<file path="src/hdl/ssd_pkg.sv">
// Constants and types shared by the sense report builder
package ssd_pkg;

    // Register byte offsets on the AXI4-Lite bus
    localparam logic [7:0] SSD_OFF_CTRL   = 8'h00;
    localparam logic [7:0] SSD_OFF_STATUS = 8'h04;
    localparam logic [7:0] SSD_OFF_CODE   = 8'h08;
    localparam logic [7:0] SSD_OFF_INFOL  = 8'h0C;
    localparam logic [7:0] SSD_OFF_INFOH  = 8'h10;
    localparam logic [7:0] SSD_OFF_KSPEC  = 8'h14;
    localparam logic [7:0] SSD_OFF_ALLOC  = 8'h18;
    localparam logic [7:0] SSD_OFF_VENDOR = 8'h1C;

    // Control register bit positions
    localparam int SSD_CTRL_START    = 0;
    localparam int SSD_CTRL_DSENSE   = 1;
    localparam int SSD_CTRL_DEFER    = 2;
    localparam int SSD_CTRL_REQSENSE = 3;
    localparam int SSD_CTRL_INFOV    = 4;
    localparam int SSD_CTRL_PRIORGD  = 5;
    localparam int SSD_CTRL_CDBERR   = 6;
    localparam int SSD_CTRL_KSV      = 7;
    localparam int SSD_CTRL_MISMATCH = 8;
    localparam int SSD_CTRL_OPC_LSB  = 16;

    // Reset values
    localparam logic [31:0] SSD_RST_WORD = 32'h0000_0000;

    // Report layout figures
    localparam logic [6:0] SSD_LEN_FIXED = 7'h20;   // 32 bytes
    localparam logic [6:0] SSD_LEN_DESC  = 7'h3C;   // 60 bytes
    localparam logic [7:0] SSD_ADDL_FIXED = 8'h18;
    localparam logic [7:0] SSD_ADDL_DESC  = 8'h34;  // 60 minus 8-byte header
    localparam logic [6:0] SSD_RC_FIX_CUR = 7'h70;
    localparam logic [6:0] SSD_RC_FIX_DEF = 7'h71;
    localparam logic [6:0] SSD_RC_DSC_CUR = 7'h72;
    localparam logic [6:0] SSD_RC_DSC_DEF = 7'h73;
    localparam logic [63:0] SSD_INFO_MAX  = 64'h0000_0000_0FFF_FFFF;
    localparam logic [7:0] SSD_INFO_DTYPE = 8'h00;
    localparam logic [7:0] SSD_INFO_DLEN  = 8'h0A;

    // Opcodes and keys
    localparam logic [7:0] SSD_OPC_RD_LONG = 8'h3E;
    localparam logic [7:0] SSD_OPC_WR_LONG = 8'h3F;
    localparam logic [3:0] SSD_KEY_ILLEGAL = 4'h5;
    localparam logic [3:0] SSD_KEY_RSVD    = 4'hF;

    // AXI responses
    localparam logic [1:0] SSD_RESP_OKAY   = 2'b00;
    localparam logic [1:0] SSD_RESP_SLVERR = 2'b10;

    // Builder states, Gray coded from SSD_IDLE through SSD_FILL, SSD_RD and SSD_LOAD to SSD_HOLD
    typedef enum logic [2:0] {
        SSD_IDLE = 3'b000,
        SSD_FILL = 3'b001,
        SSD_RD   = 3'b011,
        SSD_LOAD = 3'b010,
        SSD_HOLD = 3'b110
    } ssd_state_e;

endpackage

</file>
<file path="src/hdl/ssd_builder.sv">
// Sense report builder with AXI4-Lite registers and byte stream output
`timescale 1ns/1ps
module ssd_builder
    import ssd_pkg::*;
(
    // Clock, reset, enable
    input  wire logic        clk,
    input  wire logic        rst,
    input  wire logic        ce,
    // AXI4-Lite write address and data
    input  wire logic [7:0]  s_axi_awaddr,
    input  wire logic        s_axi_awvalid,
    output logic             s_axi_awready,
    input  wire logic [31:0] s_axi_wdata,
    input  wire logic [3:0]  s_axi_wstrb,
    input  wire logic        s_axi_wvalid,
    output logic             s_axi_wready,
    // AXI4-Lite write response
    output logic [1:0]       s_axi_bresp,
    output logic             s_axi_bvalid,
    input  wire logic        s_axi_bready,
    // AXI4-Lite read
    input  wire logic [7:0]  s_axi_araddr,
    input  wire logic        s_axi_arvalid,
    output logic             s_axi_arready,
    output logic [31:0]      s_axi_rdata,
    output logic [1:0]       s_axi_rresp,
    output logic             s_axi_rvalid,
    input  wire logic        s_axi_rready,
    // Sense byte stream toward the initiator link
    output logic [7:0]       sense_data,
    output logic             sense_valid,
    output logic             sense_last,
    input  wire logic        sense_ready,
    // Medium write inhibit toward the media path
    output logic             medium_inhibit
);
    // Bus state
    logic        awready_ff, wready_ff, bvalid_ff, arready_ff, rvalid_ff;
    logic        aw_held_ff, w_held_ff;
    logic [7:0]  aw_addr_ff;
    logic [31:0] w_data_ff, rdata_ff;
    logic [3:0]  w_strb_ff;
    logic [1:0]  bresp_ff, rresp_ff;
    // Software registers
    logic [31:0] ctrl_ff, code_ff, infol_ff, infoh_ff, kspec_ff, alloc_ff, vendor_ff;
    logic        start_ff;
    // Builder state
    ssd_state_e  state_ff;
    logic [5:0]  idx_ff;
    logic [6:0]  layout_len_ff, xfer_len_ff, sent_ff;
    logic        done_ff, refused_ff, inhibit_ff;
    logic [7:0]  out_data_ff;
    logic        out_valid_ff, out_last_ff;
    logic [7:0]  fill_byte, mem_rdata;
    logic        wr_go;

    // Byte-lane merge for a register write
    function automatic logic [31:0] merge(input logic [31:0] old, input logic [31:0] nw, input logic [3:0] st);
        logic [31:0] r;
        r = old;
        for (int i = 0; i < 4; i++) begin
            if (st[i]) r[i*8 +: 8] = nw[i*8 +: 8];
        end
        return r;
    endfunction
    // Smaller of allocation length and layout length
    function automatic logic [6:0] clip_len(input logic [7:0] alloc, input logic [6:0] lay);
        return ({1'b0, lay} < alloc) ? lay : alloc[6:0];
    endfunction
    // Decoded fields
    logic        dsense, deferred_eff, ili_eff, valid_eff, long_op;
    logic [3:0]  key;
    logic [63:0] info;
    logic [6:0]  rc;
    assign dsense       = ctrl_ff[SSD_CTRL_DSENSE];
    assign key          = code_ff[3:0];
    assign info         = {infoh_ff, infol_ff};
    assign long_op      = (ctrl_ff[SSD_CTRL_OPC_LSB +: 8] == SSD_OPC_RD_LONG) ||
                          (ctrl_ff[SSD_CTRL_OPC_LSB +: 8] == SSD_OPC_WR_LONG);
    assign deferred_eff = ctrl_ff[SSD_CTRL_DEFER] && ctrl_ff[SSD_CTRL_PRIORGD];
    assign ili_eff      = ctrl_ff[SSD_CTRL_MISMATCH] && long_op;
    // Residues are 32-bit two's complement, so only fixed-layout addresses face the ceiling
    assign valid_eff    = (ctrl_ff[SSD_CTRL_INFOV] || ili_eff) &&
                          (ili_eff || dsense || info <= SSD_INFO_MAX);
    always_comb begin
        case ({dsense, deferred_eff})
            2'b00:   rc = SSD_RC_FIX_CUR;
            2'b01:   rc = SSD_RC_FIX_DEF;
            2'b10:   rc = SSD_RC_DSC_CUR;
            default: rc = SSD_RC_DSC_DEF;
        endcase
    end
    // Content of the byte at the fill index, most significant byte first
    always_comb begin
        fill_byte = 8'h00;
        if (!dsense) begin
            case (idx_ff)
                6'd0:  fill_byte = {valid_eff, rc};
                6'd2:  fill_byte = {2'b00, ili_eff, 1'b0, key};
                6'd3:  fill_byte = valid_eff ? infol_ff[31:24] : 8'h00;
                6'd4:  fill_byte = valid_eff ? infol_ff[23:16] : 8'h00;
                6'd5:  fill_byte = valid_eff ? infol_ff[15:8] : 8'h00;
                6'd6:  fill_byte = valid_eff ? infol_ff[7:0] : 8'h00;
                6'd7:  fill_byte = SSD_ADDL_FIXED;
                6'd12: fill_byte = code_ff[15:8];
                6'd13: fill_byte = code_ff[23:16];
                6'd15: fill_byte = {ctrl_ff[SSD_CTRL_KSV], code_ff[30:24]};
                6'd16: fill_byte = kspec_ff[15:8];
                6'd17: fill_byte = kspec_ff[7:0];
                6'd20: fill_byte = vendor_ff[31:24];
                6'd21: fill_byte = vendor_ff[23:16];
                6'd22: fill_byte = vendor_ff[15:8];
                6'd23: fill_byte = vendor_ff[7:0];
                default: fill_byte = 8'h00;
            endcase
        end else begin
            // Descriptor header plus one information descriptor
            case (idx_ff)
                6'd0:  fill_byte = {1'b0, rc};
                6'd1:  fill_byte = {4'h0, key};
                6'd2:  fill_byte = code_ff[15:8];
                6'd3:  fill_byte = code_ff[23:16];
                6'd7:  fill_byte = SSD_ADDL_DESC;
                6'd8:  fill_byte = SSD_INFO_DTYPE;
                6'd9:  fill_byte = SSD_INFO_DLEN;
                6'd10: fill_byte = {valid_eff, 7'h00};
                6'd12, 6'd13, 6'd14, 6'd15, 6'd16, 6'd17, 6'd18, 6'd19:
                    fill_byte = valid_eff ? info[(19 - idx_ff) * 8 +: 8] : 8'h00;
                default: fill_byte = 8'h00;
            endcase
        end
    end
    // Write address and data are taken in either order, then applied together
    assign wr_go = aw_held_ff && w_held_ff && !bvalid_ff;
    always_ff @(posedge clk) begin
        if (rst) begin
            awready_ff <= 1'b1;
            wready_ff  <= 1'b1;
            aw_held_ff <= 1'b0;
            w_held_ff  <= 1'b0;
            aw_addr_ff <= 8'h00;
            w_data_ff  <= SSD_RST_WORD;
            w_strb_ff  <= 4'h0;
            bvalid_ff  <= 1'b0;
            bresp_ff   <= SSD_RESP_OKAY;
        end else if (ce) begin
            if (s_axi_awvalid && awready_ff) begin
                aw_held_ff <= 1'b1;
                aw_addr_ff <= s_axi_awaddr;
                awready_ff <= 1'b0;
            end
            if (s_axi_wvalid && wready_ff) begin
                w_held_ff <= 1'b1;
                w_data_ff <= s_axi_wdata;
                w_strb_ff <= s_axi_wstrb;
                wready_ff <= 1'b0;
            end
            if (wr_go) begin
                aw_held_ff <= 1'b0;
                w_held_ff  <= 1'b0;
                bvalid_ff  <= 1'b1;
                bresp_ff   <= (aw_addr_ff[1:0] == 2'b00 && aw_addr_ff <= SSD_OFF_VENDOR &&
                               aw_addr_ff != SSD_OFF_STATUS) ? SSD_RESP_OKAY : SSD_RESP_SLVERR;
            end else if (bvalid_ff && s_axi_bready) begin
                bvalid_ff  <= 1'b0;
                awready_ff <= 1'b1;
                wready_ff  <= 1'b1;
            end
        end
    end
    // Software registers; frozen while a report is in flight so it stays consistent
    always_ff @(posedge clk) begin
        if (rst) begin
            ctrl_ff   <= SSD_RST_WORD;
            code_ff   <= SSD_RST_WORD;
            infol_ff  <= SSD_RST_WORD;
            infoh_ff  <= SSD_RST_WORD;
            kspec_ff  <= SSD_RST_WORD;
            alloc_ff  <= SSD_RST_WORD;
            vendor_ff <= SSD_RST_WORD;
            start_ff  <= 1'b0;
        end else if (ce) begin
            start_ff <= 1'b0;
            if (wr_go && state_ff == SSD_IDLE && !start_ff) begin
                case (aw_addr_ff)
                    SSD_OFF_CTRL: begin
                        ctrl_ff  <= merge(ctrl_ff, w_data_ff, w_strb_ff) & 32'hFFFF_FFFE;
                        start_ff <= w_strb_ff[0] && w_data_ff[SSD_CTRL_START];
                    end
                    SSD_OFF_CODE:   code_ff   <= merge(code_ff, w_data_ff, w_strb_ff);
                    SSD_OFF_INFOL:  infol_ff  <= merge(infol_ff, w_data_ff, w_strb_ff);
                    SSD_OFF_INFOH:  infoh_ff  <= merge(infoh_ff, w_data_ff, w_strb_ff);
                    SSD_OFF_KSPEC:  kspec_ff  <= merge(kspec_ff, w_data_ff, w_strb_ff);
                    SSD_OFF_ALLOC:  alloc_ff  <= merge(alloc_ff, w_data_ff, w_strb_ff);
                    SSD_OFF_VENDOR: vendor_ff <= merge(vendor_ff, w_data_ff, w_strb_ff);
                    default: ;
                endcase
            end
        end
    end
    // Read channel; one read in flight, answer one cycle after the address
    always_ff @(posedge clk) begin
        if (rst) begin
            arready_ff <= 1'b1;
            rvalid_ff  <= 1'b0;
            rdata_ff   <= SSD_RST_WORD;
            rresp_ff   <= SSD_RESP_OKAY;
        end else if (ce) begin
            if (s_axi_arvalid && arready_ff) begin
                arready_ff <= 1'b0;
                rvalid_ff  <= 1'b1;
                rresp_ff   <= SSD_RESP_OKAY;
                case (s_axi_araddr)
                    SSD_OFF_CTRL:   rdata_ff <= ctrl_ff;
                    SSD_OFF_STATUS: rdata_ff <= {9'h000, sent_ff, 1'b0, xfer_len_ff, 4'h0,
                                                 inhibit_ff, refused_ff, done_ff, state_ff != SSD_IDLE};
                    SSD_OFF_CODE:   rdata_ff <= code_ff;
                    SSD_OFF_INFOL:  rdata_ff <= infol_ff;
                    SSD_OFF_INFOH:  rdata_ff <= infoh_ff;
                    SSD_OFF_KSPEC:  rdata_ff <= kspec_ff;
                    SSD_OFF_ALLOC:  rdata_ff <= alloc_ff;
                    SSD_OFF_VENDOR: rdata_ff <= vendor_ff;
                    default: begin
                        rdata_ff <= SSD_RST_WORD;
                        rresp_ff <= SSD_RESP_SLVERR;
                    end
                endcase
            end else if (rvalid_ff && s_axi_rready) begin
                rvalid_ff  <= 1'b0;
                arready_ff <= 1'b1;
            end
        end
    end
    // Build the whole layout into the buffer, then send the clipped length
    always_ff @(posedge clk) begin
        if (rst) begin
            state_ff      <= SSD_IDLE;
            idx_ff        <= 6'd0;
            layout_len_ff <= 7'd0;
            xfer_len_ff   <= 7'd0;
            sent_ff       <= 7'd0;
            done_ff       <= 1'b0;
            refused_ff    <= 1'b0;
            inhibit_ff    <= 1'b0;
            out_data_ff   <= 8'h00;
            out_valid_ff  <= 1'b0;
            out_last_ff   <= 1'b0;
        end else if (ce) begin
            case (state_ff)
                SSD_IDLE: begin
                    if (start_ff) begin
                        sent_ff    <= 7'd0;
                        idx_ff     <= 6'd0;
                        refused_ff <= (key == SSD_KEY_RSVD);
                        inhibit_ff <= (key == SSD_KEY_ILLEGAL) && ctrl_ff[SSD_CTRL_CDBERR];
                        layout_len_ff <= dsense ? SSD_LEN_DESC : SSD_LEN_FIXED;
                        xfer_len_ff <= ctrl_ff[SSD_CTRL_REQSENSE] ?
                                       clip_len(alloc_ff[7:0], dsense ? SSD_LEN_DESC : SSD_LEN_FIXED) :
                                       (dsense ? SSD_LEN_DESC : SSD_LEN_FIXED);
                        state_ff <= (key == SSD_KEY_RSVD) ? SSD_IDLE : SSD_FILL;
                        done_ff  <= (key == SSD_KEY_RSVD);
                    end
                end
                SSD_FILL: begin
                    if ({1'b0, idx_ff} == layout_len_ff - 7'd1) begin
                        idx_ff   <= 6'd0;
                        state_ff <= (xfer_len_ff == 7'd0) ? SSD_IDLE : SSD_RD;
                        done_ff  <= (xfer_len_ff == 7'd0);
                    end else begin
                        idx_ff <= idx_ff + 6'd1;
                    end
                end
                SSD_RD: state_ff <= SSD_LOAD;
                SSD_LOAD: begin
                    out_data_ff  <= mem_rdata;
                    out_valid_ff <= 1'b1;
                    out_last_ff  <= ({1'b0, idx_ff} == xfer_len_ff - 7'd1);
                    state_ff     <= SSD_HOLD;
                end
                SSD_HOLD: begin
                    if (sense_ready) begin
                        out_valid_ff <= 1'b0;
                        out_last_ff  <= 1'b0;
                        sent_ff      <= sent_ff + 7'd1;
                        idx_ff       <= idx_ff + 6'd1;
                        state_ff     <= out_last_ff ? SSD_IDLE : SSD_RD;
                        done_ff      <= out_last_ff;
                    end
                end
                default: state_ff <= SSD_IDLE;
            endcase
        end
    end
    // Report buffer; written during fill, read while sending
    ssd_sense_mem u_mem (
        .clk      (clk),
        .ce       (ce),
        .we       (state_ff == SSD_FILL),
        .waddr    (idx_ff),
        .wdata    (fill_byte),
        .raddr    (idx_ff),
        .rdata_ff (mem_rdata)
    );
    // Outputs straight from flip-flops
    assign s_axi_awready  = awready_ff;
    assign s_axi_wready   = wready_ff;
    assign s_axi_bvalid   = bvalid_ff;
    assign s_axi_bresp    = bresp_ff;
    assign s_axi_arready  = arready_ff;
    assign s_axi_rvalid   = rvalid_ff;
    assign s_axi_rdata    = rdata_ff;
    assign s_axi_rresp    = rresp_ff;
    assign sense_data     = out_data_ff;
    assign sense_valid    = out_valid_ff;
    assign sense_last     = out_last_ff;
    assign medium_inhibit = inhibit_ff;
endmodule // ssd_builder

</file>
<file path="src/hdl/ssd_sense_mem.sv">
// Byte buffer holding one assembled sense report
`timescale 1ns/1ps
module ssd_sense_mem (
    // Clock and control
    input  wire logic       clk,
    input  wire logic       ce,
    // Write port
    input  wire logic       we,
    input  wire logic [5:0] waddr,
    input  wire logic [7:0] wdata,
    // Read port, data registered
    input  wire logic [5:0] raddr,
    output logic      [7:0] rdata_ff
);
    logic [7:0] mem [0:63];

    // Storage needs no reset; every byte sent is written first
    always_ff @(posedge clk) begin
        if (ce && we) begin
            mem[waddr] <= wdata;
        end
    end

    // Registered read keeps the output path short
    always_ff @(posedge clk) begin
        if (ce) begin
            rdata_ff <= mem[raddr];
        end
    end
endmodule // ssd_sense_mem
</file>
<file path="config.mk">
export PLATFORM = sky130hd
export DESIGN_NAME = ssd_builder
export DESIGN_NICKNAME = d
export VERILOG_FILES = /design/src/hdl/ssd_pkg.sv /design/src/hdl/ssd_builder.sv /design/src/hdl/ssd_sense_mem.sv
export SDC_FILE = /design/constraint.sdc
export NUM_CORES = 1
export LEC_CHECK = 0
export BUFFER_PORTS_ARGS = -buffer_cell sky130_fd_sc_hd__buf_2
export CELL_PAD_IN_SITES_DETAIL_PLACEMENT = 1
export CELL_PAD_IN_SITES_GLOBAL_PLACEMENT = 2
export CORE_MARGIN = 2
export CORE_UTILIZATION = 44
export DETAILED_ROUTE_END_ITERATION = 12
export PLACE_DENSITY_LB_ADDON = 0.1
export SLEW_MARGIN = 20
export SYNTH_ARGS = -nofsm -noshare
export SYNTH_HDL_FRONTEND = slang
export SYNTH_HIERARCHICAL = 1
export SYNTH_SLANG_ARGS = --single-unit
</file>
<file path="constraint.sdc">
create_clock -name clk -period 5.4 [get_ports clk]
set_input_delay 0.54 -clock clk [delete_from_list [all_inputs] [get_ports clk]]
set_output_delay 0.54 -clock clk [all_outputs]
set_load 0.02 [all_outputs]
</file>
# ---- Word level (Yosys, flattened, before mapping)
# Memory sizes are Yosys's and may differ from the RTL's. A register that Yosys moved wholly into a read port is not among the register bits.
# Index checks and enable logic that the tools add are counted.
dict set report totals {
  elab_cells 252
  inputBits 61
  n_memories 1
  ramBits 512
  register_bits 354
  out_inout_bits 52
}
# name words word_bits rd rd_ports_with_merged_regs write_ports line_no
set memory_table {}
lappend memory_table {u_mem.mem 64 8 1 1 1 ssd_sense_mem.sv:15} ;# logic [7:0] mem [0:63];
dict set report op_classes {
  shifts 1
  n_reduce_logical 83
  n_eq_ne 50
  addsub 5
  n_mux 56
  magnitude_cmp 3
}
# op n
set ops {}
lappend ops {{32-bit one-hot mux with 8 select lines} 1}
lappend ops {{8-bit one-hot mux with 16 select lines} 1}
lappend ops {{4-bit AND reduction} 31}
lappend ops {{8-bit by 5-bit == test with 1-bit output, second input constant} 8}
lappend ops {{64-bit by 28-bit <= comparator with 1-bit output, second input constant} 1}
lappend ops {{8-bit one-hot mux with 8 select lines} 1}
lappend ops {{64-bit by 33-bit variable part select with 8-bit output} 1}
lappend ops {{6-bit by 5-bit == test with 1-bit output, second input constant} 8}
lappend ops {{8-bit 2-to-1 mux} 6}
lappend ops {{6-bit by 4-bit == test with 1-bit output, second input constant} 6}
lappend ops {{8-bit by 4-bit == test with 1-bit output, second input constant} 4}
lappend ops {{7-bit 2-to-1 mux} 4}
lappend ops {{1-bit 2-to-1 mux} 25}
lappend ops {{6-bit by 3-bit == test with 1-bit output, second input constant} 4}
lappend ops {{6-bit 2-to-1 mux} 3}
lappend ops {{6-bit one-hot mux with 3 select lines} 1}
lappend ops {{2-bit AND reduction} 9}
lappend ops {{1-bit logical AND} 17}
lappend ops {{8-bit by 6-bit == test with 1-bit output, second input constant} 2}
lappend ops {{8-bit zero test} 2}
lappend ops {{8-bit OR reduction} 2}
lappend ops {{3-bit one-hot mux with 5 select lines} 1}
lappend ops {{6-bit by 7-bit == test with 1-bit output} 2}
lappend ops {{7-bit one-hot mux with 2 select lines} 1}
lappend ops {{other kinds (34)} 57}

# ---- Logic depth before layout (Yosys ltp)
# Gate-level depths: netlist of the first run.
dict set report depth {
  ltp_word 9
  ltp_mapped 12
}

# ---- Modules after synthesis
# The synthesis of the first run kept the hierarchy.
# module area_per_inst_um2 instances cells_per_inst
set by_module_without_submodules {}
lappend by_module_without_submodules {ssd_sense_mem 20070.5 1 924}
lappend by_module_without_submodules {ssd_builder 16629.7 1 1892}

# ---- Worst setup path before layout of the first run
# OpenSTA, ideal clock, no wires.
dict set report synth_timing {
  kind {reg-to-reg}
  startpoint {register idx_ff[0]}
  endpoint {memory u_mem.mem[0][2] (data pin)}
  stages_incl_launch_ff 12
  setup_slack_ps 562
  t_required_ps 4847
  n_path_buf 3
  arrival_time_ps 4286
  setup_ps 553
  path_cell_list {dfxtp_1 clkbuf_1 buf_1 inv_1 ha_1 clkbuf_1 nor2_1 o32ai_1 o21ai_0 nor2_1 a21oi_1 o22ai_1}
}
dict set report synth_via {
  elab_chain_cells 5
  word_cells_on_any_way 29
  classes_between {1 x add/sub; 21 x eq/ne; 1 x shift; 4 x mux; 2 x reduce/logical}
}
# item line_no
set synth_rtl {}
lappend synth_rtl {{start, declared} ssd_builder.sv:50} ;# logic [5:0] idx_ff;
lappend synth_rtl {{start signal, assigned} ssd_builder.sv:271} ;# idx_ff <= idx_ff + 6'd1;
lappend synth_rtl {{start signal, assigned} ssd_builder.sv:286} ;# idx_ff <= idx_ff + 6'd1;
lappend synth_rtl {{5-bit by 6-bit subtractor with 7-bit output} ssd_builder.sv:129} ;# fill_byte = valid_eff ? info[(19 - idx_ff) * 8 +: 8] : 8'h00;
lappend synth_rtl {{64-bit by 33-bit variable part select with 8-bit output} ssd_builder.sv:129}
lappend synth_rtl {{8-bit 2-to-1 mux} ssd_builder.sv:129}
lappend synth_rtl {{8-bit one-hot mux with 8 select lines} ssd_builder.sv:119} ;# case (idx_ff)
lappend synth_rtl {{8-bit 2-to-1 mux (*)} ssd_builder.sv:97} ;# if (!dsense) begin
lappend synth_rtl {{net fill_byte[2]} ssd_builder.sv:55} ;# logic [7:0] fill_byte, mem_rdata;
lappend synth_rtl {{end, declared} ssd_sense_mem.sv:15}
# Mark *: on every way through the listed nets, which the timed path passes. The rest lies on a longest branch.

# ---- Final worst setup path of the first run
dict set report layout_timing {
  startpoint {register idx_ff[0]}
  endpoint {memory u_mem.mem[44][1] (data pin)}
}
# The elaborated chain is that of the path after synthesis.

==> out/metrics.yaml, run 1 <==
outcome: "finished, final reports clean"
drtIter0Drc: 2014
core_area_mm2: 0.0824
synthArstFlopShare_pct: 0
clock_skew_ns: 0.0297
fmax_mhz: 241
cp_slowest_cell: "ha_1"
p_per_area_mw_per_mm2: 330
fp-row-count: 105
grt_overflow_total: 0
fin_crit_ns: 4.16
path_clk_slew_ns: 0.06
synth_top_area_cell: "edfxtp_1"
grt_pass1_vias: 25600
dr_total_vias: 24700
cts_resized: 0
io_pins: 113
min_path_type: "in2reg"
crit_path_start_kind: "flop"
rsz0062_at_grt: "false"
netlist_instances: 2816
yosysSeqAreaShare_pct: 61.5
clock_latency_ns: 0.68
io_buffers: 110
numClockSinks: 867
worst_slack_ns: 1.24
ys.flop_type: "edfxtp_1"
die_area_mm2: 0.0857
clockBufferDepth: 3
yosysUniqueCellTypes: 69
start_util_pct: 44.6
cellLeakagePower_nw: 13.6
drv_slew: 0
avgRoutedWirePerCell_um: 32.7
slowest_delay_ns: 0.77
postCtsHoldBufs: 0
grt_pass1_wl_um: 188000
drv_cap: 0
mappedNetlistArea_mm2: 0.0367
path_class: "reg2reg"
path_cells: "inv_1, ha_1, nor2_1, o32ai_1, o21ai_0, nor2_1, a21oi_1, o22ai_4, buf_4"
synthTopCellsByCount: "edfxtp_1 (520), nor2_1 (370), dfxtp_1 (347), mux2i_1 (257), nand2_1 (232)"
crit_family: "compound AO/OA/AOI/OAI gates"
finalPower_w: 0.0137
gp_congestion: 0.988
crit_arrival_ns: 4.65
crit_buf_inv: 2
ir_drop_v: 0.000367
area_growth_pct: 12.9
crit_path_end_kind: "flop"
drcViolationCount: 0
postCtsSetupRepairBufs: 0
grt_usage_pct: 30.6
dp_hpwl_um: 93200
synth-seq-cells: 867
fin_crit_sh_pct: 77.0
setup_viol: 0
via_per_inst: 6.16
numCtsBuffers: 93
rrSetupSlack_ns: 1.24
grt_max_degree: 193
die_width_um: 293
antenna_found_initial: 2
drive_above_1_share_pct: 17.6
crit_top_cell: "nor2_1"
wl_um: 131000
drtAntennaViolNets: 0
hold_viol_final: 0
syn_avg_cell_area_um2: 13.0
die_h_um: 293
synth_top_cell_area_share_pct: 42.5
fin_setup_tns_ns: 0
fin_util_pct: 50.3
dr.pass1.iters: 7
maxSlewHeadroom_pct: 16.5
nNetsFinal: 2944
cp.required_ns: 5.89
tightest_slew_ns: 1.25
post-place-ws_ns: 1.19
ys.warnings.count: 6
ys_top_cells_by_area: "edfxtp_1 (43%), dfxtp_1 (19%), mux4_2 (8.8%)"
crit_fanout: 31
synth_edf_count: 520
cts-root-buf: "clkbuf_16"
yosysMostFrequentCell: "edfxtp_1"
tritoncts: "built"
htree_levels: 3
report_power, final:
| group | switching (W) | internal, W |
|---|---|---|
| registers | 0.0000529 | 0.00695 |
| clock network | 0.00273 | 0.00374 |
| logic | 0.000154 | 0.0000559 |
| total | 0.00294 | 0.0107 |
final cells by class:
| type | count | area (um2) |
|---|---|---|
| multi-input combinational | 1717 | 13300 |
| fill | 8255 | 40900 |
| inverter | 24 | 90.1 |
| clock buffer | 121 | 2550 |
| tap | 1070 | 1340 |
| clock inverter | 53 | 569 |
| timing repair buffer | 166 | 1020 |
| antenna | 2 | 5.00 |
| sequential | 867 | 22600 |
registers in the layout, summed over array words and instances (netlist names), 31 cells and up:
signal       count
code_ff         32
infoh_ff        32
alloc_ff        32
u_mem/mem      512
kspec_ff        32
s_axi_rdata     32
infol_ff        32
w_data_ff       32
vendor_ff       32
ctrl_ff         31
layer usage:
metal / routed length (um) / GRT usage [%] / part of all wire [%] / vias to the layer above
met3: 5600 / 4.01 / 4.3 / 288
met5: 12 / 0 / 0.0091 / -
li1: - / - / - / 10800
met2: 65700 / 53.4 / 50 / 802
met4: 7720 / 15.8 / 5.9 / 2
met1: 52200 / 37.3 / 40 / 12900
tightest hold or removal path, cell delays in order:
cell and delay, ns:
buf_2 0.09, nand2_1 0.04, a21oi_1 0.05
cells in the final DEF (no fill, tap or decap), types with 16 or more instances in the layout:
| cell type | count |
|---|---|
| a21oi_1 | 130 |
| a221oi_1 | 22 |
| a222oi_1 | 18 |
| a22o_1 | 43 |
| a22oi_1 | 92 |
| buf_2 | 109 |
| buf_4 | 53 |
| clkbuf_1 | 16 |
| clkbuf_16 | 93 |
| clkinv_1 | 16 |
| dfxtp_1 | 343 |
| edfxtp_1 | 520 |
| inv_1 | 24 |
| mux2i_1 | 257 |
| mux4_2 | 144 |
| nand2_1 | 232 |
| nand3_1 | 46 |
| nor2_1 | 368 |
| nor2b_1 | 16 |
| nor3_1 | 36 |
| o21ai_0 | 33 |
| o22ai_1 | 22 |
logic make-up (layout without fill, tap and decap cells):
| kind of cell | Yosys count | in the layout | share of synthesized area (%) |
|---|---|---|---|
| flip-flops | 867 | 867 | 61.5 |
| other | 1 | 4 | 0.0102 |
| AND/OR/NAND/NOR | 819 | 819 | 10.2 |
| buffers and inverters | 233 | 364 | 2.68 |
| XOR/XNOR | 20 | 20 | 0.477 |
| multiplexers | 411 | 411 | 16.2 |
| adder cells (fa/ha/maj) | 14 | 14 | 0.477 |
| AO/OA/AOI/OAI | 451 | 451 | 8.53 |
worst paths after layout:
check	from	to	cells after the start
worst max-delay path	idx_ff[0]	u_mem/mem[44][1]	9
worst min-delay path	s_axi_wdata[21]	w_data_ff[21]	3
worst max register to register	idx_ff[0]	u_mem/mem[44][1]	9
worst min register to register	s_axi_rdata[16]	s_axi_rdata[16]	2
per-stage QoR:
| stage | cell area [um2] | std cells | hold slack (ns) |
|---|---|---|---|
| after global routing | 41400 | 4018 | 0.0973 |
| after detailed placement | 38300 | 3844 | 0.439 |
| after global placement | 38300 | 3844 | 0.434 |
| final | 41400 | 4020 | 0.109 |
| after floorplan | 36700 | 2817 | 0.435 |
| after CTS | 41400 | 4018 | 0.0785 |
Power figures use the tool's default switching activity.
==> run 2, diff against run 1 <==
--- a/config.mk
+++ b/config.mk
@@ -5,11 +5,12 @@
 export SDC_FILE = /design/constraint.sdc
 export NUM_CORES = 1
 export LEC_CHECK = 0
+export ABC_AREA = 1
 export BUFFER_PORTS_ARGS = -buffer_cell sky130_fd_sc_hd__buf_2
 export CELL_PAD_IN_SITES_DETAIL_PLACEMENT = 1
 export CELL_PAD_IN_SITES_GLOBAL_PLACEMENT = 2
 export CORE_MARGIN = 2
-export CORE_UTILIZATION = 44
+export CORE_UTILIZATION = 39
 export DETAILED_ROUTE_END_ITERATION = 12
 export PLACE_DENSITY_LB_ADDON = 0.1
 export SLEW_MARGIN = 20
==> constraint.sdc (replaced) <==
create_clock -name clk -period 4 [get_ports clk]
set_input_delay 0.4 -clock clk [delete_from_list [all_inputs] [get_ports clk]]
set_output_delay 0.4 -clock clk [all_outputs]
set_load 0.02 [all_outputs]
==> run 2 against run 1 <==
Effect of this change: hold slack got worse by 0.082 ns; core utilization decreased by 5.5 points; setup slack got worse by 0.45 ns; count of clock-buffer cells in the layout increased by 12; final cell count increased by 46%; sequential power increased by 36%; largest power group unchanged.
==> out/metrics.yaml, run 2 <==
outcome: "finished, final reports clean"
grt_pass1_wl_um: 214000  # +14%
rsz0062_at_grt: "false"
use_met1_pct: 33.8  # -3.5 points
nNetsFinal: 4577  # +55%
postCtsHoldBufs: 35  # +35
synth_top_area_cell: "edfxtp_1"
pwr-share-comb_pct: 1.8  # +0.3 points
cellLeakagePower_nw: 16.5  # +22%
clkPwrFrac_pct: 47.9  # +0.6 points
tritoncts: "built"
yosysUniqueCellTypes: 46  # -33%
crit_path_start_kind: "flop"
multiInputGateArea_mm2: 0.0134  # +0.50%
crit_path_end_kind: "flop"
switching_power_w: 0.00420  # +43%
drv_slew: 0  # unchanged
regMostFlops: "u_mem/mem"
wl_um: 145000  # +10%
die_h_um: 319  # +8.8%
ys.flop_type: "edfxtp_1"
path_cells: "buf_12, buf_4, nand2_1, nand3_1, nand3_1, nand2_1, nand2_1, nand3_1, nand3_1, nand2_1"
min_path_type: "in2reg"
via_per_inst: 5.37  # -13%
crit_fanout: 194  # +530%
hold_viol_final: 0  # unchanged
fillers: 11500  # +39%
drtIter0Drc: 2192  # +8.8%
grt_usage_pct: 28.3  # -2.4 points
synthArstFlopShare_pct: 0  # unchanged
ys.warnings.count: 6  # unchanged
gp_congestion: 0.976  # -1.2%
dr_total_vias: 31500  # +27%
synth-seq-cells: 867  # unchanged
p_int_w: 0.0148  # +37%
dp_hpwl_um: 96700  # +3.7%
met2_usage_pct: 50.0  # -3.4 points
dr.pass1.iters: 5  # -2
largest_register_ffs: 512  # unchanged
crit_arrival_ns: 3.76  # -0.89 ns
cp.required_ns: 4.55  # -1.34 ns
grt_max_degree: 195  # +1.0%
maxSlewHeadroom_pct: 29.5  # +13 points
fmax_mhz: 312  # +30%
drtAntennaViolNets: 0  # unchanged
mappedNetlistArea_mm2: 0.0386  # +5.2%
fin_crit_ns: 3.20  # -0.952 ns
ir_drop_v: 0.000313  # -15%
synth_top_cell_area_share_pct: 40.5  # -2.1 points
drv_cap: 0  # unchanged
cp_slowest_cell: "buf_4"
ys_top_cells_by_area: "edfxtp_1 (40%), dfxtp_1 (18%), nand2_1 (12%)"
path_class: "reg2reg"
most-common-layout-cells: "nand2_1 (1179), nand3_1 (651), edfxtp_1 (520), dfxtp_1 (343), a21oi_1 (342)"
io_pins: 113  # unchanged
yosysSeqAreaShare_pct: 58.4  # -3.0 points
cts_resized: 0  # unchanged
netlist_instances: 4381  # +56%
finalPower_w: 0.0190  # +39%
io_buffers: 110  # unchanged
fin_setup_tns_ns: 0  # unchanged
avgRoutedWirePerCell_um: 24.6  # -25%
globalRouteMet3Util_pct: 2.97  # -1.0 points
synthTopCellsByCount: "nand2_1 (1188), nand3_1 (651), edfxtp_1 (520), dfxtp_1 (347), a21oi_1 (342)"
postCtsSetupRepairBufs: 0  # unchanged
timing.rr.start: "idx_ff[0]"
drive_above_1_share_pct: 9.63  # -7.9 points
clock_latency_ns: 0.71  # +0.03 ns
core_area_mm2: 0.0983  # +19%
busiest_layer: "met2"
instances_no_fill: 5868  # +46%
clock_skew_ns: 0.0411  # +0.0115 ns
syn_avg_cell_area_um2: 8.81  # -32%
switching_share_pct: 22.1  # +0.64 points
die_width_um: 319  # +8.8%
p_per_area_mw_per_mm2: 431  # +30%
start_util_pct: 39.3  # -5.3 points
numClockSinks: 867  # unchanged
grt_pass1_vias: 31900  # +25%
p_seq_share_pct: 50.2  # -1.0 points
yosysMostFrequentCell: "nand2_1"
final_common_cell: "nand2_1"
numCtsBuffers: 99  # +6.5%
antenna_found_initial: 2  # unchanged
setup_viol: 0  # unchanged
fin_crit_sh_pct: 80.1  # +3.1 points
grt_overflow_total: 0  # unchanged
tightest_slew_ns: 1.06  # -0.195 ns
htree_levels: 3  # unchanged
path_clk_slew_ns: 0.06  # about the same
drcViolationCount: 0  # unchanged
place_inst: 5653  # +47%
slowest_delay_ns: 0.79  # +0.02 ns
antenna_cells: 0  # -2
register_area_mm2: 0.0226  # unchanged
area_growth_pct: 14.1
critical_path.startpoint: "idx_ff[0]"
fp-row-count: 115  # +9.5%
crit_family: "buffers and inverters"
cts-root-buf: "clkbuf_16"
synth_edf_count: 520  # unchanged
crit_buf_inv: 2  # unchanged
clockBufferDepth: 3  # unchanged
min_from: "s_axi_wdata[12]"
die_area_mm2: 0.102  # +18%
-- run 2: path summary, 6_finish.rpt --
path	end	slack, ns	depth (start not counted)
max reg2reg	u_mem/rdata_ff[5]	0.80	10
max	u_mem/rdata_ff[5]	0.80	10
min	w_data_ff[12]	0.03	3
min reg2reg	alloc_ff[16]	0.44	2
-- run 2: tightest hold or removal path: cells and delay by family --
kind                   cells  cell delay [ns]
AO/OA/AOI/OAI              2             0.22
buffers and inverters      1             0.08
-- run 2: area by class of cell --
| type | count | share of cell area (%) |
|---|---|---|
| multi-input combinational | 2923 | 30.3 |
| inverter | 348 | 3.00 |
| timing repair buffer | 263 | 4.43 |
| sequential | 867 | 51.3 |
| tap | 1287 | 3.66 |
| clock inverter | 47 | 1.09 |
| clock buffer | 133 | 6.22 |
-- run 2: cell families (layout without fill, tap and decap cells) --
| logic type | Yosys count | in the layout | synth area share [%] |
|---|---|---|---|
| buffers and inverters | 592 | 791 | 7.04 |
| XOR/XNOR | 14 | 14 | 0.318 |
| AO/OA/AOI/OAI | 736 | 736 | 9.80 |
| AND/OR/NAND/NOR | 2157 | 2157 | 23.9 |
| other | 1 | 2 | 0.00971 |
| adder cells (fa/ha/maj) | 14 | 14 | 0.454 |
| flip-flops | 867 | 867 | 58.4 |
-- run 2: per-layer routing --
| metal | share of wire, % | routed length, um |
|---|---|---|
| met1 | 40 | 58300 |
| met2 | 50 | 72800 |
| met3 | 3.6 | 5150 |
| met4 | 5.8 | 8320 |
| met5 | 0.0069 | 10 |
-- run 2: power by group through the flow --
stage	logic (W)	clock network, W	registers, W
floorplan	0.000195	0	0.00962
global placement	0.000322	0	0.00971
detailed placement	0.000325	0	0.00971
CTS	0.000354	0.00927	0.00952
global route	0.000391	0.00961	0.00952
finish	0.000350	0.00909	0.00953
-- run 2: per-stage QoR --
stage / hold slack [ns] / utilization [%] / area, um2 / setup slack, ns
6_report: 0.0275 / 44.8 / 44000 / 0.797
3_5_place_dp: 0.437 / 41.2 / 40500 / 0.839
3_3_place_gp: 0.433 / 41.2 / 40500 / 0.857
4_1_cts: 0.0103 / 44.8 / 44000 / 0.845
5_1_grt: 0.0401 / 44.8 / 44000 / 0.627
2_1_floorplan: 0.422 / - / 38600 / 0.766
==> run 3, diff against run 2 <==
--- a/config.mk
+++ b/config.mk
@@ -10,7 +10,7 @@
 export CELL_PAD_IN_SITES_DETAIL_PLACEMENT = 1
 export CELL_PAD_IN_SITES_GLOBAL_PLACEMENT = 2
 export CORE_MARGIN = 2
-export CORE_UTILIZATION = 39
+export CORE_UTILIZATION = 35
 export DETAILED_ROUTE_END_ITERATION = 12
 export PLACE_DENSITY_LB_ADDON = 0.1
 export SLEW_MARGIN = 20
==> constraint.sdc (replaced) <==
create_clock -name clk -period 2.9 [get_ports clk]
set_input_delay 0.29 -clock clk [delete_from_list [all_inputs] [get_ports clk]]
set_output_delay 0.29 -clock clk [all_outputs]
set_load 0.02 [all_outputs]
==> run 3 against run 2 <==
Effect of this change: hold slack got worse by 0.019 ns; sequential power rose by 37%; cell area is 3.2% higher; critical path type unchanged; clock skew increased by 0.0082 ns.
==> out/metrics.yaml, run 3 (synthesis results as in run 2) <==
drive_above_1_share_pct: 11.3  # +1.7 points
regMostFlops: "u_mem/mem"
drtAntennaViolNets: 0  # unchanged
fin_crit_sh_pct: 92.1  # +12 points
timing.rr.start: "idx_ff[2]"
io_pins: 113  # unchanged
fin_setup_tns_ns: 0  # unchanged
drtIter0Drc: 2090  # -4.7%
ir_drop_v: 0.000361  # +15%
numCtsBuffers: 100  # +1.0%
dr.pass1.iters: 6  # +1
min_from: "s_axi_wdata[22]"
crit_arrival_ns: 3.03  # -0.73 ns
register_area_mm2: 0.0226  # unchanged
grt_max_degree: 140  # -28%
gp_congestion: 0.981  # +0.52%
grt_usage_pct: 26.7  # -1.6 points
p_int_w: 0.0209  # +42%
crit_buf_inv: 4  # +2
fin_crit_ns: 2.67  # -0.533 ns
p_seq_share_pct: 49.0  # -1.2 points
crit_path_end_kind: "flop"
cts-root-buf: "clkbuf_16"
antenna_found_initial: 1  # -1
avgRoutedWirePerCell_um: 24.6  # -0.21%
rsz0062_at_grt: "false"
nNetsFinal: 4664  # +1.9%
multiInputGateArea_mm2: 0.0134  # about the same
core_area_mm2: 0.109  # +11%
die_width_um: 336  # +5.5%
die_h_um: 336  # +5.5%
instances_no_fill: 6147  # +4.8%
fmax_mhz: 375  # +20%
hold_viol_final: 0  # unchanged
place_inst: 5917  # +4.7%
cp_slowest_cell: "dfxtp_4"
grt_pass1_vias: 32100  # +0.52%
path_class: "reg2reg"
crit_top_cell: "nand2_1"
fp-row-count: 121  # +5.2%
pwr-share-comb_pct: 1.9  # about the same
maxSlewHeadroom_pct: 34.5  # +5.0 points
cp.required_ns: 3.26  # -1.29 ns
dp_hpwl_um: 106000  # +9.3%
crit_path_start_kind: "flop"
crit_family: "simple AND/OR/NAND/NOR gates"
clkPwrFrac_pct: 49.1  # +1.2 points
fillers: 12700  # +11%
drv_slew: 0  # unchanged
start_util_pct: 35.4  # -3.9 points
switching_power_w: 0.00589  # +40%
cellLeakagePower_nw: 17.1  # +3.5%
htree_levels: 3  # unchanged
path_cells: "inv_1, ha_1, nand2_1, inv_1, nand2_1, nor2_1, a211oi_1, buf_4, o21ai_1, nand2_1, nand2_2, buf_12"
die_area_mm2: 0.113  # +11%
most-common-layout-cells: "nand2_1 (1178), nand3_1 (650), edfxtp_1 (520), dfxtp_1 (343), a21oi_1 (342)"
min_path_type: "in2reg"
switching_share_pct: 22.0  # -0.16 points
tightest_slew_ns: 0.979  # -0.0788 ns
p_per_area_mw_per_mm2: 590  # +37%
dr_total_vias: 31800  # +0.99%
grt_pass1_wl_um: 222000  # +3.6%
setup_viol: 0  # unchanged
path_clk_slew_ns: 0.06  # about the same
clockBufferDepth: 3  # unchanged
final_common_cell: "nand2_1"
clock_skew_ns: 0.0493  # +0.00817 ns
min_path_cells: 3  # unchanged
hold_end: "w_data_ff[22]"
rr_endpoint: "u_mem/mem[5][2]"
slowest_delay_ns: 0.37  # -0.42 ns
numClockSinks: 867  # unchanged
tritoncts: "built"
drv_cap: 0  # unchanged
io_buffers: 110  # unchanged
largest_register_ffs: 512  # unchanged
via_per_inst: 5.18  # -3.6%
r2r_cells: 12  # +2
wl_um: 151000  # +4.5%
rrSetupSlack_ns: 0.23  # -0.57 ns
crit_fanout: 64  # -67%
clock_latency_ns: 0.71  # about the same
outcome: "finished, final reports clean"
drcViolationCount: 0  # unchanged
grt_overflow_total: 0  # unchanged
area_growth_pct: 17.7
[run 3: area by class of cell]
| type | count | share of cell area, % |
|---|---|---|
| Inverter | 348 | 2.90 |
| Antenna cell | 1 | 0.00551 |
| Clock buffer | 154 | 6.53 |
| Sequential cell | 867 | 49.7 |
| Tap cell | 1476 | 4.07 |
| Clock inverter | 29 | 0.986 |
| Multi-Input combinational cell | 2923 | 29.4 |
| Timing Repair Buffer | 349 | 6.38 |
[run 3: repair_timing]
action / 4_1_cts / 5_1_grt
setup buffers: 0 / 2
hold buffers: 44 / 0
gates resized for setup: 0 / 3
endpoints found under the hold margin: 42 / 0
setup endpoints to repair: 0 / 41
[run 3: per-layer routing]
layer	vias to the layer above	track usage [%]	wire length [um]
li1	15200	-	-
met1	15900	31.7	61600
met2	555	48.4	77700
met3	266	2.88	4090
met4	2	12.1	7710
met5	-	0	7
[run 3: power by group through the flow]
| stage | combinational [W] | sequential [W] | clock (W) |
|---|---|---|---|
| finish | 0.000517 | 0.0131 | 0.0131 |
| global route | 0.000573 | 0.0131 | 0.0139 |
| CTS | 0.000525 | 0.0131 | 0.0134 |
| detailed placement | 0.000477 | 0.0134 | 0 |
| global placement | 0.000473 | 0.0134 | 0 |
| floorplan | 0.000268 | 0.0133 | 0 |
[run 3: worst max path at each step]
stage                         start  cells past startpoint           endpoint
after floorplan           idx_ff[0]                     16    u_mem/mem[0][7]
after global placement    idx_ff[1]                     10  u_mem/rdata_ff[2]
after detailed placement  idx_ff[1]                     10  u_mem/rdata_ff[2]
after CTS                 idx_ff[1]                     10  u_mem/rdata_ff[2]
after global routing      idx_ff[0]                     15   u_mem/mem[18][4]
final                     idx_ff[2]                     12    u_mem/mem[5][2]
[run 3: worst register-to-register path: stages (launching register included)]
cell and delay, ns:
dfxtp_4 0.37, inv_1 0.06, ha_1 0.30, nand2_1 0.13, inv_1 0.05, nand2_1 0.32, nor2_1 0.08, a211oi_1 0.36
buf_4 0.18, o21ai_1 0.05, nand2_1 0.08, nand2_2 0.07, buf_12 0.19
[run 3: through the flow]
| step | power [W] | worst slack (ns) | util, % | instance area (um2) | hold WS (ns) |
|---|---|---|---|---|---|
| 3_5_place_dp | 0.0139 | 0.129 | 38.0 | 41500 | 0.437 |
| 5_1_grt | 0.0276 | 0.0697 | 41.6 | 45400 | 0.0111 |
| 2_1_floorplan | 0.0135 | 0.00582 | - | 38600 | 0.402 |
| 4_1_cts | 0.0271 | 0.122 | 41.6 | 45400 | 0.00256 |
| 3_3_place_gp | 0.0139 | 0.161 | 38.0 | 41500 | 0.432 |
| 6_report | 0.0268 | 0.230 | 41.6 | 45400 | 0.00884 |
